File: src/rtl/ccs_defines.svh
// ccs_defines.svh: reset values and timing counts of the cpu clock source switch
// assumes a 200 MHz reference clock; included by its bare name
`ifndef CCS_DEFINES_SVH
`define CCS_DEFINES_SVH

// ----------------------------------------------------------------------
// reset values
// ----------------------------------------------------------------------
`define CCS_RST_CPU_CLK 1'h0
`define CCS_RST_ON_FAST 1'h0
`define CCS_RST_FAST_RUN 1'h0
`define CCS_RST_SUPPLY_HIGH 1'h0
`define CCS_RST_SETTLED 1'h0

// ----------------------------------------------------------------------
// timing
// ----------------------------------------------------------------------
`define CCS_CLK_PERIOD_PS 64'h1388
// regulator settling before the fast oscillator is started, 2.5 ms
`define CCS_REG_SETTLE_US 64'h9C4
// fast oscillator start-up before it may clock the cpu, 5 ms
`define CCS_FAST_STABLE_US 64'h1388
`define CCS_PS_PER_US 64'hF4240
// least times round up to whole cycles
`define CCS_REG_SETTLE_CYC \
   ((`CCS_REG_SETTLE_US * `CCS_PS_PER_US + `CCS_CLK_PERIOD_PS - 64'h1) / `CCS_CLK_PERIOD_PS)
`define CCS_FAST_STABLE_CYC \
   ((`CCS_FAST_STABLE_US * `CCS_PS_PER_US + `CCS_CLK_PERIOD_PS - 64'h1) / `CCS_CLK_PERIOD_PS)
`define CCS_CNT_W 20

`endif

File: src/rtl/ccs_pkg.sv
// ccs_pkg: types of the cpu clock source switch
// assumes ccs_defines.svh is on the include path
package ccs_pkg;

   // ----------------------------------------------------------------------
   // switch states, gray coded along slow -> fast -> slow
   // ----------------------------------------------------------------------
   typedef enum logic [1:0] {
      CCS_SLOW = 2'h0,
      CCS_PARK_TO_FAST = 2'h1,
      CCS_FAST = 2'h3,
      CCS_PARK_TO_SLOW = 2'h2
   } ccs_state_t;

   // ----------------------------------------------------------------------
   // control settings written by software
   // ----------------------------------------------------------------------
   typedef struct packed {
      logic cpu_clock_select;
      logic fast_osc_enable;
      logic regulator_level_select;
   } ccs_ctrl_t;

endpackage : ccs_pkg

File: src/rtl/ccs_switch.sv
// ccs_switch: chooses the oscillator that clocks the cpu and sets the
// oscillator system regulator level
// assumes both oscillator waveforms are far slower than REF_CLK_I, and
// that CTRL_I comes from logic on REF_CLK_I
//
// Overview of operation
// - reset: cpu on slow oscillator, select zero
// - reset: fast oscillator stopped, enable zero
// - reset: regulator select zero, low 1.3 V level
// - rc option: regulator fixed high, select ignored
`timescale 1ns/1ps
`include "ccs_defines.svh"

module ccs_switch #(
   parameter logic [`CCS_CNT_W-1:0] REG_SETTLE_CYCLES = `CCS_CNT_W'(`CCS_REG_SETTLE_CYC),
   parameter logic [`CCS_CNT_W-1:0] FAST_STABLE_CYCLES = `CCS_CNT_W'(`CCS_FAST_STABLE_CYC)
) (
   input wire logic REF_CLK_I,
   input wire logic RESETN_I,
   input wire ccs_pkg::ccs_ctrl_t CTRL_I,
   input wire logic RC_OSC_OPTION_I,
   input wire logic SLOW_OSCILLATOR_I,
   input wire logic FAST_OSCILLATOR_I,
   output logic CPU_CLK_O,
   output logic CPU_ON_FAST_O,
   output logic FAST_OSC_RUN_O,
   output logic SUPPLY_HIGH_O,
   output logic SUPPLY_SETTLED_O,
   output logic FAST_OSC_STABLE_O
);

   // ----------------------------------------------------------------------
   // helpers
   // ----------------------------------------------------------------------
   // saturating count, held at zero while the condition is away
   function automatic logic [`CCS_CNT_W-1:0] sat_count(
      input logic run,
      input logic [`CCS_CNT_W-1:0] cnt,
      input logic [`CCS_CNT_W-1:0] lim
   );
      logic [`CCS_CNT_W-1:0] res;
      res = '0;
      if (run) begin
         res = (cnt >= lim) ? lim : cnt + `CCS_CNT_W'(1);
      end
      return res;
   endfunction : sat_count

   // ----------------------------------------------------------------------
   // pin synchronisers
   // ----------------------------------------------------------------------
   logic [2:0] pins_raw;
   logic [2:0] pins_s;
   logic slow_s;
   logic fast_s;
   logic rc_option_s;

   assign pins_raw = {RC_OSC_OPTION_I, FAST_OSCILLATOR_I, SLOW_OSCILLATOR_I};

   ccs_sync #(
      .W(3)
   ) u_sync (
      .clk_i(REF_CLK_I),
      .rst_n_i(RESETN_I),
      .d_i(pins_raw),
      .q_o(pins_s)
   );

   assign slow_s = pins_s[0];
   assign fast_s = pins_s[1];
   assign rc_option_s = pins_s[2];

   // ----------------------------------------------------------------------
   // regulator level
   // ----------------------------------------------------------------------
   logic next_supply_high;

   // rc slow oscillator pins the regulator high whatever software writes
   assign next_supply_high = rc_option_s | CTRL_I.regulator_level_select;

   // ----------------------------------------------------------------------
   // settling timers, shown to software as status
   // ----------------------------------------------------------------------
   logic [`CCS_CNT_W-1:0] reg_cnt;
   logic [`CCS_CNT_W-1:0] fast_cnt;
   logic [`CCS_CNT_W-1:0] next_reg_cnt;
   logic [`CCS_CNT_W-1:0] next_fast_cnt;
   logic next_supply_settled;
   logic next_fast_stable;

   // time the regulator has been high, and the fast oscillator running
   assign next_reg_cnt = sat_count(SUPPLY_HIGH_O, reg_cnt, REG_SETTLE_CYCLES);
   assign next_fast_cnt = sat_count(FAST_OSC_RUN_O, fast_cnt, FAST_STABLE_CYCLES);
   assign next_supply_settled = next_supply_high && (next_reg_cnt >= REG_SETTLE_CYCLES);
   assign next_fast_stable = CTRL_I.fast_osc_enable && (next_fast_cnt >= FAST_STABLE_CYCLES);

   always_ff @(posedge REF_CLK_I or negedge RESETN_I) begin
      if (!RESETN_I) begin
         reg_cnt <= '0;
         fast_cnt <= '0;
      end else begin
         reg_cnt <= next_reg_cnt;
         fast_cnt <= next_fast_cnt;
      end
   end

   // ----------------------------------------------------------------------
   // glitch-free source switch
   // ----------------------------------------------------------------------
   // the cpu clock is parked low between sources: the old source is left
   // only while it is low, the new one is taken only while it is low, so
   // no shortened high or low phase reaches the cpu
   ccs_pkg::ccs_state_t state;
   ccs_pkg::ccs_state_t next_state;
   logic want_fast;
   logic slow_to_park;
   logic park_to_fast;
   logic park_abort;
   logic fast_to_park;
   logic park_to_slow;
   logic in_slow;
   logic in_fast;
   logic next_cpu_clk;
   logic next_on_fast;

   // the fast source is wanted only while it is also enabled, so software
   // that stops it before dropping the select still leads the switch home;
   // the switch then waits for the fast pin to sit low, so an oscillator
   // that stops high holds the cpu clock high until it runs again
   assign want_fast = CTRL_I.cpu_clock_select & CTRL_I.fast_osc_enable;

   // ----------------------------------------------------------------------
   // switch transitions
   // ----------------------------------------------------------------------
   // each source is left or taken only while its synchronised level is low,
   // which is what keeps runt pulses off the cpu clock
   assign slow_to_park = want_fast & ~slow_s;
   assign park_to_fast = want_fast & ~fast_s;
   // a park entered by a select that was withdrawn heads back to slow at once
   assign park_abort = ~want_fast;
   assign fast_to_park = ~want_fast & ~fast_s;
   assign park_to_slow = ~slow_s;

   always_comb begin
      next_state = state;
      unique case (state)
         ccs_pkg::CCS_SLOW: begin
            if (slow_to_park) begin
               next_state = ccs_pkg::CCS_PARK_TO_FAST;
            end
         end
         ccs_pkg::CCS_PARK_TO_FAST: begin
            if (park_abort) begin
               next_state = ccs_pkg::CCS_PARK_TO_SLOW;
            end else if (park_to_fast) begin
               next_state = ccs_pkg::CCS_FAST;
            end
         end
         ccs_pkg::CCS_FAST: begin
            if (fast_to_park) begin
               next_state = ccs_pkg::CCS_PARK_TO_SLOW;
            end
         end
         ccs_pkg::CCS_PARK_TO_SLOW: begin
            if (park_to_slow) begin
               next_state = ccs_pkg::CCS_SLOW;
            end
         end
      endcase
   end

   // ----------------------------------------------------------------------
   // cpu clock source
   // ----------------------------------------------------------------------
   // both parking states hold the cpu clock low, so the low phase around a
   // change of source is stretched, never shortened
   assign in_slow = (state == ccs_pkg::CCS_SLOW);
   assign in_fast = (state == ccs_pkg::CCS_FAST);
   assign next_cpu_clk = (in_slow & slow_s) | (in_fast & fast_s);
   assign next_on_fast = (next_state == ccs_pkg::CCS_FAST);

   // ----------------------------------------------------------------------
   // state and output registers
   // ----------------------------------------------------------------------
   // switch state and the cpu clock itself; the clock output is the chosen
   // synchronised source one cycle late, or low while parked
   always_ff @(posedge REF_CLK_I or negedge RESETN_I) begin
      if (!RESETN_I) begin
         state <= ccs_pkg::CCS_SLOW;
         CPU_CLK_O <= `CCS_RST_CPU_CLK;
         CPU_ON_FAST_O <= `CCS_RST_ON_FAST;
      end else begin
         state <= next_state;
         CPU_CLK_O <= next_cpu_clk;
         CPU_ON_FAST_O <= next_on_fast;
      end
   end

   // fast oscillator enable and its start-up status
   always_ff @(posedge REF_CLK_I or negedge RESETN_I) begin
      if (!RESETN_I) begin
         FAST_OSC_RUN_O <= `CCS_RST_FAST_RUN;
         FAST_OSC_STABLE_O <= `CCS_RST_SETTLED;
      end else begin
         FAST_OSC_RUN_O <= CTRL_I.fast_osc_enable;
         FAST_OSC_STABLE_O <= next_fast_stable;
      end
   end

   // regulator level and its settling status
   always_ff @(posedge REF_CLK_I or negedge RESETN_I) begin
      if (!RESETN_I) begin
         SUPPLY_HIGH_O <= `CCS_RST_SUPPLY_HIGH;
         SUPPLY_SETTLED_O <= `CCS_RST_SETTLED;
      end else begin
         SUPPLY_HIGH_O <= next_supply_high;
         SUPPLY_SETTLED_O <= next_supply_settled;
      end
   end

endmodule : ccs_switch

File: src/rtl/ccs_sync.sv
// ccs_sync: two flip-flop synchroniser for a group of levels
// assumes the inputs are static for at least two reference cycles per level
`timescale 1ns/1ps

module ccs_sync #(
   parameter int W = 1
) (
   input wire logic clk_i,
   input wire logic rst_n_i,
   input wire logic [W-1:0] d_i,
   output logic [W-1:0] q_o
);

   logic [W-1:0] meta;

   always_ff @(posedge clk_i or negedge rst_n_i) begin
      if (!rst_n_i) begin
         meta <= '0;
         q_o <= '0;
      end else begin
         meta <= d_i;
         q_o <= meta;
      end
   end

endmodule : ccs_sync

File: config.mk
export PLATFORM = sky130hd
export DESIGN_NAME = ccs_switch
export DESIGN_NICKNAME = d
export VERILOG_FILES = /design/src/rtl/ccs_pkg.sv /design/src/rtl/ccs_switch.sv /design/src/rtl/ccs_sync.sv
export VERILOG_INCLUDE_DIRS = /design/src /design/src/rtl
export SDC_FILE = /design/constraint.sdc
export NUM_CORES = 1
export LEC_CHECK = 0
export BUFFER_PORTS_ARGS = -buffer_cell sky130_fd_sc_hd__buf_2
export CAP_MARGIN = 40
export CORE_ASPECT_RATIO = 0.8
export CORE_UTILIZATION = 61
export CTS_BUF_LIST = sky130_fd_sc_hd__clkbuf_16
export CTS_CLUSTER_SIZE = 8
export DETAILED_ROUTE_END_ITERATION = 6
export PLACE_DENSITY = 0.79
export SLEW_MARGIN = 15
export SYNTH_ARGS = -nofsm -noshare
export SYNTH_HDL_FRONTEND = slang
export SYNTH_SLANG_ARGS = --single-unit
File: constraint.sdc
create_clock -name REF_CLK_I -period 2.5 [get_ports REF_CLK_I]
set_input_delay 0.5 -clock REF_CLK_I [delete_from_list [all_inputs] [get_ports REF_CLK_I]]
set_output_delay 0.5 -clock REF_CLK_I [all_outputs]
set_load 0.02 [all_outputs]
Yosys cells after proc, flatten, opt, wreduce, memory -nomap -nowiden:

Index checks and enable logic that the tools add are counted.

* input port bits: 8
* flip-flop bits (word level): 54
* output and inout port bits: 6

* $add $sub $neg: 2
* bitwise logic cells: 11
* eq/ne operators: 4
* reductions and logical operators: 3
* muxes and demuxes: 10
* $lt $le $gt $ge: 4

Operators with widths (number)
* $mux W20: 4
* $add A20 B1 Y20 const B: 2
* $ge A20 B19 Y1 const B: 2
* $ge A20 B20 Y1 const B: 2
* $mux W2: 5
* $pmux W2 S4: 1
* $and A1 B1 Y1: 6
* $eq A2 B2 Y1 const B: 3
* $not A1 Y1: 3
* $eq A2 B1 Y1 const B: 1
* $logic_and A1 B1 Y1: 2
* $logic_not A2 Y1: 1
* $or A1 B1 Y1: 2

Depth between registers and ports, before layout:

Gate-level depths: netlist of run 1.

* depth in word-level cells: 6
* depth in mapped cells: 7
* depth with buffers taken out: 7

By module:

From an unflattened synthesis of run 1, not the netlist that was laid out.

* cells, all modules: 285
* area, all modules: 2819.0 µm²

By module, submodules not included
* ccs_switch: area each 2668.8 µm², sequential area each 1201.2 µm², instances 1, cells each 279
* ccs_sync: area each 150.1 µm², sequential area each 150.1 µm², instances 1, cells each 6

Worst setup path before layout of run 1:

No wires, ideal clock.

* kind: register -> register
* from: reg reg_cnt[0]
* to: reg SUPPLY_SETTLED_O
* period minus slack after synthesis: 2.086 ns
* data required time: 2.378 ns
* setup slack: 0.414 ns
* path buffers: 0
* cell stages (with the launch flop): 8
* data arrival time: 1.964 ns
* path through: dfrtp_1 > ha_1 > and4_2 > and3_1 > or4_1 > o31ai_1 > a41oi_1 > o2111a_1

* cells in the longest elaborated chain, start to end: 5
* elaborated cells between the ends (all ways): 6

Ends and longest elaborated chain
* start: declaration: line ccs_switch.sv:84 `` logic [`CCS_CNT_W-1:0] reg_cnt; ``
* start signal: assignment: line ccs_switch.sv:102 `reg_cnt <= next_reg_cnt;`
* $add A20 B1 Y20 or $ge A20 B19 Y1 (tied branches): line ccs_switch.sv:44 `` res = (cnt >= lim) ? lim : cnt + `CCS_CNT_W'(1); ``
* $mux W20 (*): line ccs_switch.sv:44
* $mux W20 (*): line ccs_switch.sv:43 `if (run) begin`
* $ge A20 B19 Y1 (*): line ccs_switch.sv:94 `assign next_supply_settled = next_supply_high && (next_reg_cnt >= REG_SETTLE_CYCLES);`
* $logic_and A1 B1 Y1 (*): line ccs_switch.sv:94
* via next_supply_settled: line ccs_switch.sv:88 `logic next_supply_settled;`
* end signal: assignment: line ccs_switch.sv:214 `` SUPPLY_SETTLED_O <= `CCS_RST_SETTLED; ``
* end signal: assignment: line ccs_switch.sv:217 `SUPPLY_SETTLED_O <= next_supply_settled;`
* end: declaration: line ccs_switch.sv:28 `output logic SUPPLY_SETTLED_O,`

Mark *: on every way through the listed nets, which the timed path passes. The rest lies on a longest branch.

Worst setup path in the final report of run 1:

Same ends and word-level chain as after synthesis.

==> results of run 1 <==
-- through the flow --
stage	std cells	util, %	hold slack [ps]	worst slack, ps
after floorplan	285	-	204	414
after global placement	345	67.9	333	344
after detailed placement	345	67.9	340	312
after CTS	353	71.7	312	294
after global routing	353	71.7	307	163
final	353	71.7	319	291
-- area by class of cell --
| cell class | instances | area share [%] |
|---|---|---|
| multi-input cells | 210 | 44.7 |
| well taps | 57 | 2.31 |
| flip-flops and latches | 54 | 43.7 |
| repair buffers | 17 | 3.08 |
| clock inverters | 3 | 1.34 |
| inverters | 7 | 0.850 |
| clock buffers | 5 | 4.05 |
-- where the power goes --
part | leakage [uW] | internal, uW | total, uW | switching [uW]
combinational | 0.000544 | 43.3 | 113 | 70.1
clock | 0.0000812 | 468 | 757 | 289
sequential | 0.000704 | 906 | 943 | 37.9
total | 0.00133 | 1420 | 1810 | 397
-- how the worst max path moves through the flow --
stage / endpoint / slack, ps / cells after the start
after floorplan: SUPPLY_SETTLED_O / 410 / 7
after global placement: SUPPLY_SETTLED_O / 340 / 7
after detailed placement: SUPPLY_SETTLED_O / 310 / 7
after CTS: SUPPLY_SETTLED_O / 290 / 7
after global routing: SUPPLY_SETTLED_O / 160 / 7
final: SUPPLY_SETTLED_O / 290 / 7
-- routing by layer --
metal	GRT usage (%)	share of wire [%]
met5	0	0
met4	7.87	0.64
met2	32.2	41
met3	5.69	6.2
met1	39.3	52
-- flip-flops by register name, indices dropped and copies added (netlist names) --
| signal | count |
|---|---|
| CPU_CLK_O | 1 |
| SUPPLY_HIGH_O | 1 |
| CPU_ON_FAST_O | 1 |
| state | 2 |
| reg_cnt | 20 |
| fast_cnt | 20 |
| SUPPLY_SETTLED_O | 1 |
| u_sync.meta | 3 |
| FAST_OSC_STABLE_O | 1 |
| u_sync.q_o | 3 |
| FAST_OSC_RUN_O | 1 |
-- cells by family (layout without fill, tap and decap cells) --
family / count (synthesis) / in the layout / share of synthesized area (%)
and+or+nand+nor: 126 / 126 / 24.3
DFF: 54 / 54 / 47.9
AOI/OAI and AO/OA: 44 / 44 / 11.8
xor gates and xnor gates: 34 / 34 / 10.6
buffers and inverters: 21 / 32 / 3.06
adders and majority gates: 4 / 4 / 1.78
other: 1 / 1 / 0.133
muxes: 1 / 1 / 0.399
-- cells in the final DEF, fill, tap and decap left out, types with 5 or more instances in the layout --
cell	n
nand3_1	22
nor3_1	5
nand4_1	9
inv_1	8
buf_2	13
a21boi_0	14
xor2_1	22
xnor2_1	12
dfrtp_1	54
nor2_1	37
clkbuf_16	5
and3_1	8
nand2_1	21
==> results.sh, run 1 <==
export IMPL_status="finished clean"
export IMPL_yosys_area_top_type="dfrtp_1"
export IMPL_rsz0062_at_grt="false"
export IMPL_clkLatencyLatePin_ps=280
export IMPL_yosysSeqAreaShare_pct=47.9
export IMPL_p_leak_uw=0.00133
export IMPL_async_flop_share_pct=100
export IMPL_root_buffer="clkbuf_16"
export IMPL_grt_pass1_vias=1955
export IMPL_syn_nets=297
export IMPL_worst_setup_path_start_kind="register"
export IMPL_synth_most_common_cell="dfrtp_1"
export IMPL_viasPerCell=5.96
export IMPL_required_ps=2680
export IMPL_vias=2104
export IMPL_placed_area_sq_um=2930
export IMPL_nNetsFinal=307
export IMPL_synthCells=285
export IMPL_slew_viol_final=0
export IMPL_antenna_found_initial=0
export IMPL_max_clock_freq_mhz=453
export IMPL_final_setup_skew_ps=5.57
export IMPL_grt_max_degree=55
export IMPL_critical_path_top_delay_family="simple AND/OR/NAND/NOR gates"
export IMPL_min_from="RC_OSC_OPTION_I"
export IMPL_port_buffers=13
export IMPL_finalSetupViolations=0
export IMPL_syn_cell_area_sq_um=2820
export IMPL_cts_tree="done"
export IMPL_rows=21
export IMPL_period_needed_ps=2210
export IMPL_crit_path_max_incr_delay_ps=480
export IMPL_rr_startpoint="reg_cnt[0]"
export IMPL_whs_path_depth=1
export IMPL_area_growth_pct=9.68
export IMPL_grt_usage_pct=24.5
export IMPL_start_util_pct=65.4
export IMPL_post_route_period_util_pct=88.4
export IMPL_drt_wl_total_um=5320
export IMPL_crit_chain="ha_1 > and4_2 > and3_1 > or4_1 > o31ai_1 > a41oi_1 > o2111a_1"
export IMPL_clockBufferDepth=2
export IMPL_arrival_ps=2380
export IMPL_post_drt_wl_per_cell_um=15.1
export IMPL_rr_worst_depth=7
export IMPL_synth_edf_count=0
export IMPL_final_area_sq_um=3090
export IMPL_htree_levels=2
export IMPL_ir_drop_mv=0.639
export IMPL_r2r_end="SUPPLY_SETTLED_O"
export IMPL_place_hpwl_um=3660
export IMPL_yosys_warnings=0
export IMPL_tns_ps=0
export IMPL_end_kind="register"
export IMPL_post_cts_resized=0
export IMPL_hold_class="in -> reg"
export IMPL_tightest_slew_ps=721
export IMPL_cts_setup_buffers=0
export IMPL_grt_first_pass_wirelength_um=9380
export IMPL_max_slew_margin_pct=51.9
export IMPL_ios=14
export IMPL_multi_input_area_sq_um=1380
export IMPL_cts_buffers=5
export IMPL_crit_buf_inv=0
export IMPL_ys_top_cells_by_area="dfrtp_1 (48%), xor2_1 (6.8%), nor2_1 (4.9%)"
export IMPL_cts_num_sinks=54
export IMPL_finalPower_uw=1810
export IMPL_fp_dieW_um=78.0
export IMPL_core_sq_um=4310
export IMPL_grt_overflow=0
export IMPL_critPathSlowestCell="or4_1"
export IMPL_drive_gt1_share_pct=13.2
export IMPL_critPathKind="reg -> reg"
export IMPL_antenna_cells=0
export IMPL_synth_seq_cells=54
export IMPL_routabilityCongestion=0.906
export IMPL_synth_area_per_cell_sq_um=9.89
export IMPL_drv_cap=0
export IMPL_cts_hold_buf=0
export IMPL_cp_startpoint="reg_cnt[0]"
export IMPL_r2r_slack_ps=290
export IMPL_hold_viol=0
export IMPL_seqCellArea_sq_um=1350
export IMPL_fp_dieH_um=62.8
export IMPL_final_antenna_net_count=0
export IMPL_path_clk_slew_ps=70
export IMPL_synth_ff_type="dfrtp_1"
export IMPL_crit_fanout=5
export IMPL_firstDrtPassIters=4
export IMPL_nFillCells=320
export IMPL_min_to="u_sync.meta[2]"
export IMPL_yosysTopAreaCellShare_pct=47.9
export IMPL_dieArea_sq_um=4900
export IMPL_drt_initial_drc_count=232
export IMPL_synth_cells_most_frequent="dfrtp_1 (54), nor2_1 (37), nand3_1 (22), xor2_1 (22), nand2_1 (21)"
export IMPL_drcViolationCount=0
export IMPL_yosysUniqueCellTypes=48
export IMPL_powerDensity_nw_per_um2=587
Note: power is estimated with default switching activity, not from simulation.
==> inputs of run 2 (changes only) <==
--- a/config.mk
+++ b/config.mk
@@ -6,14 +6,14 @@
 export SDC_FILE = /design/constraint.sdc
 export NUM_CORES = 1
 export LEC_CHECK = 0
+export ABC_AREA = 1
 export BUFFER_PORTS_ARGS = -buffer_cell sky130_fd_sc_hd__buf_2
 export CAP_MARGIN = 40
 export CORE_ASPECT_RATIO = 0.8
-export CORE_UTILIZATION = 61
+export CORE_UTILIZATION = 25
 export CTS_BUF_LIST = sky130_fd_sc_hd__clkbuf_16
 export CTS_CLUSTER_SIZE = 8
 export DETAILED_ROUTE_END_ITERATION = 6
-export PLACE_DENSITY = 0.79
 export SLEW_MARGIN = 15
 export SYNTH_ARGS = -nofsm -noshare
 export SYNTH_HDL_FRONTEND = slang
==> constraint.sdc (replaced) <==
create_clock -name REF_CLK_I -period 2.8 [get_ports REF_CLK_I]
set_input_delay 0.56 -clock REF_CLK_I [delete_from_list [all_inputs] [get_ports REF_CLK_I]]
set_output_delay 0.56 -clock REF_CLK_I [all_outputs]
set_load 0.02 [all_outputs]
==> results.sh, run 2 <==
export IMPL_status="finished clean"
export IMPL_final_setup_skew_ps=4.28
export IMPL_synth_compound_area_share_pct=4.40
export IMPL_antenna_found_initial=0
export IMPL_port_buffers=13
export IMPL_whs_ps=251
export IMPL_synth_cells_most_frequent="nand2_1 (102), nor2_1 (75), inv_1 (57)"
export IMPL_synth_xor_area_share_pct=4.03
export IMPL_hold_viol=0
export IMPL_ys_top_cells_by_area="dfrtp_1 (44%), nand2_1 (13%), nor2_1 (9.2%)"
export IMPL_period_needed_ps=2180
export IMPL_synthAdderAreaFrac_pct=1.64
export IMPL_final_cell_mix="nand2_1 (102), nor2_1 (75), inv_1 (57), dfrtp_1 (54), nand3_1 (36)"
export IMPL_cts_num_sinks=54
export IMPL_grt_max_degree=32
export IMPL_cts_buffers=5
export IMPL_core_sq_um=11700
export IMPL_finalPower_uw=1780
export IMPL_grt_overflow=0
export IMPL_routabilityCongestion=0.891
export IMPL_stdcell_count=584
export IMPL_crit_path_max_incr_delay_ps=510
export IMPL_synth_top_family_by_area="simple AND/OR/NAND/NOR gates"
export IMPL_antenna_cells=0
export IMPL_fp_dieH_um=101
export IMPL_yosysTopAreaCellShare_pct=44.4
export IMPL_synth_edf_count=0
export IMPL_async_flop_share_pct=100
export IMPL_yosysUniqueCellTypes=33
export IMPL_cpMostUsedCell="nand2_1"
export IMPL_drv_cap=0
export IMPL_slew_viol_final=0
export IMPL_critPathSlowestCell="nor2_1"
export IMPL_start_util_pct=26.0
export IMPL_crit_fanout=11
export IMPL_post_drt_wl_per_cell_um=11.8
export IMPL_ios=14
export IMPL_rsz0062_at_grt="false"
export IMPL_end_kind="register"
export IMPL_synthCells=416
export IMPL_post_cts_resized=0
export IMPL_synth_area_per_cell_sq_um=7.32
export IMPL_arrival_ps=2410
export IMPL_drt_wl_total_um=6880
export IMPL_critPathKind="reg -> reg"
export IMPL_yosys_warnings=0
export IMPL_cts_tree="done"
export IMPL_required_ps=3030
export IMPL_area_growth_pct=13.6
export IMPL_crit_buf_inv=0
export IMPL_synth_mux_area_fraction_pct=0
export IMPL_synth_most_common_cell="nand2_1"
export IMPL_vias=2670
export IMPL_clkLatencyLatePin_ps=290
export IMPL_place_hpwl_um=5270
export IMPL_crit_chain="nand2_1 > nand3_1 > nor2_1 > nor2_1 > nor2_1 > nand3_1 > nor2_1 > nand2_1 > nand2_1 > nand2_1 > nand2_1 > nand2_1 > nor2_2"
export IMPL_clockBufferDepth=2
export IMPL_synth_ff_type="dfrtp_1"
export IMPL_final_common_cell="nand2_1"
export IMPL_tns_ps=0
export IMPL_ir_drop_mv=0.315
export IMPL_rows=35
export IMPL_synth_seq_cells=54
export IMPL_yosys_area_top_type="dfrtp_1"
export IMPL_dieArea_sq_um=12600
export IMPL_p_leak_uw=0.00162
export IMPL_r2r_slack_ps=620
export IMPL_finalSetupViolations=0
export IMPL_worst_setup_path_start_kind="register"
export IMPL_placedCellCount=576
export IMPL_powerDensity_nw_per_um2=516
export IMPL_final_antenna_net_count=0
export IMPL_grt_usage_pct=11.6
export IMPL_post_route_period_util_pct=77.9
export IMPL_synth_simple_gate_area_share_pct=37.2
export IMPL_top_regs="fast_cnt (20), reg_cnt (20)"
export IMPL_drcViolationCount=0
export IMPL_critical_path_top_delay_family="simple AND/OR/NAND/NOR gates"
export IMPL_fp_dieW_um=125
export IMPL_hold_class="in -> async"
export IMPL_grt_first_pass_wirelength_um=12100
export IMPL_firstDrtPassIters=4
export IMPL_tightest_slew_ps=671
export IMPL_cts_hold_buf=0
export IMPL_htree_levels=2
export IMPL_nFillCells=1207
export IMPL_nNetsFinal=447
export IMPL_cts_setup_buffers=0
export IMPL_viasPerCell=4.57
export IMPL_max_clock_freq_mhz=458
export IMPL_syn_nets=428
export IMPL_path_clk_slew_ps=70
export IMPL_drt_initial_drc_count=207
export IMPL_max_slew_margin_pct=55.1
export IMPL_root_buffer="clkbuf_16"
export IMPL_syn_cell_area_sq_um=3040
export IMPL_yosysSeqAreaShare_pct=44.4
export IMPL_drive_gt1_share_pct=9.86
export IMPL_grt_pass1_vias=2554
[run 2: cell types whose count changed after synthesis, moves of 9 or more]
cell | previous run | this run
nor2_1 | 37 | 75
inv_1 | 7 | 57
nand2_1 | 21 | 102
nor2_2 | 0 | 9
xor2_1 | 22 | 10
a21boi_0 | 14 | 0
nand3_1 | 22 | 36
[run 2: final timing paths]
kind	start	end	cells after the start
min in group REF_CLK_I	u_sync.meta[1]	u_sync.q_o[1]	0
worst min register to register	u_sync.meta[1]	u_sync.q_o[1]	0
worst min-delay path	RESETN_I	CPU_CLK_O	2
max in group asynchronous	RESETN_I	reg_cnt[10]	2
worst max-delay path	reg_cnt[8]	SUPPLY_SETTLED_O	13
worst max register to register	reg_cnt[8]	SUPPLY_SETTLED_O	13
[run 2: final cells by class]
class	count	area [sq um]	area share [%]
timing repair buffer	15	80.1	2.32
multi-input combinational	299	1440	41.7
clock buffer	5	125	3.62
inverter	60	225	6.51
sequential	54	1350	39.1
tap	148	185	5.36
clock inverter	3	48.8	1.41
[run 2: report_power, final]
group / switching [uW] / internal [uW] / leakage [uW] / total, uW
Clock: 306 / 429 / 0.0000819 / 735
Combinational: 125 / 58.5 / 0.000837 / 183
Sequential: 37.9 / 827 / 0.000703 / 865
Total: 469 / 1310 / 0.00162 / 1780
[run 2: cells by family (layout without fill, tap and decap cells)]
group	Yosys count	after routing
compound gates	24	24
xor+xnor	14	14
fa+ha+maj	4	4
buf+inv	63	83
flops	54	54
other cells	1	1
simple gates	256	256
[run 2: stage by stage]
| step | cell area (sq um) | util [%] | worst slack [ps] |
|---|---|---|---|
| floorplan | 3040 | - | 1090 |
| global placement | 3280 | 28.1 | 738 |
| detailed placement | 3280 | 28.1 | 687 |
| CTS | 3460 | 29.6 | 668 |
| global route | 3460 | 29.6 | 290 |
| finish | 3460 | 29.6 | 618 |
[run 2: layer usage]
metal | GRT usage [%] | share of wire (%) | wire length, um | vias up
li1 | - | - | - | 1341
met1 | 17.1 | 51 | 3520 | 1240
met2 | 17.5 | 42 | 2900 | 81
met3 | 1.06 | 5.5 | 375 | 8
met4 | 4.88 | 1.3 | 91 | 0
met5 | 0 | 0 | 0 | -
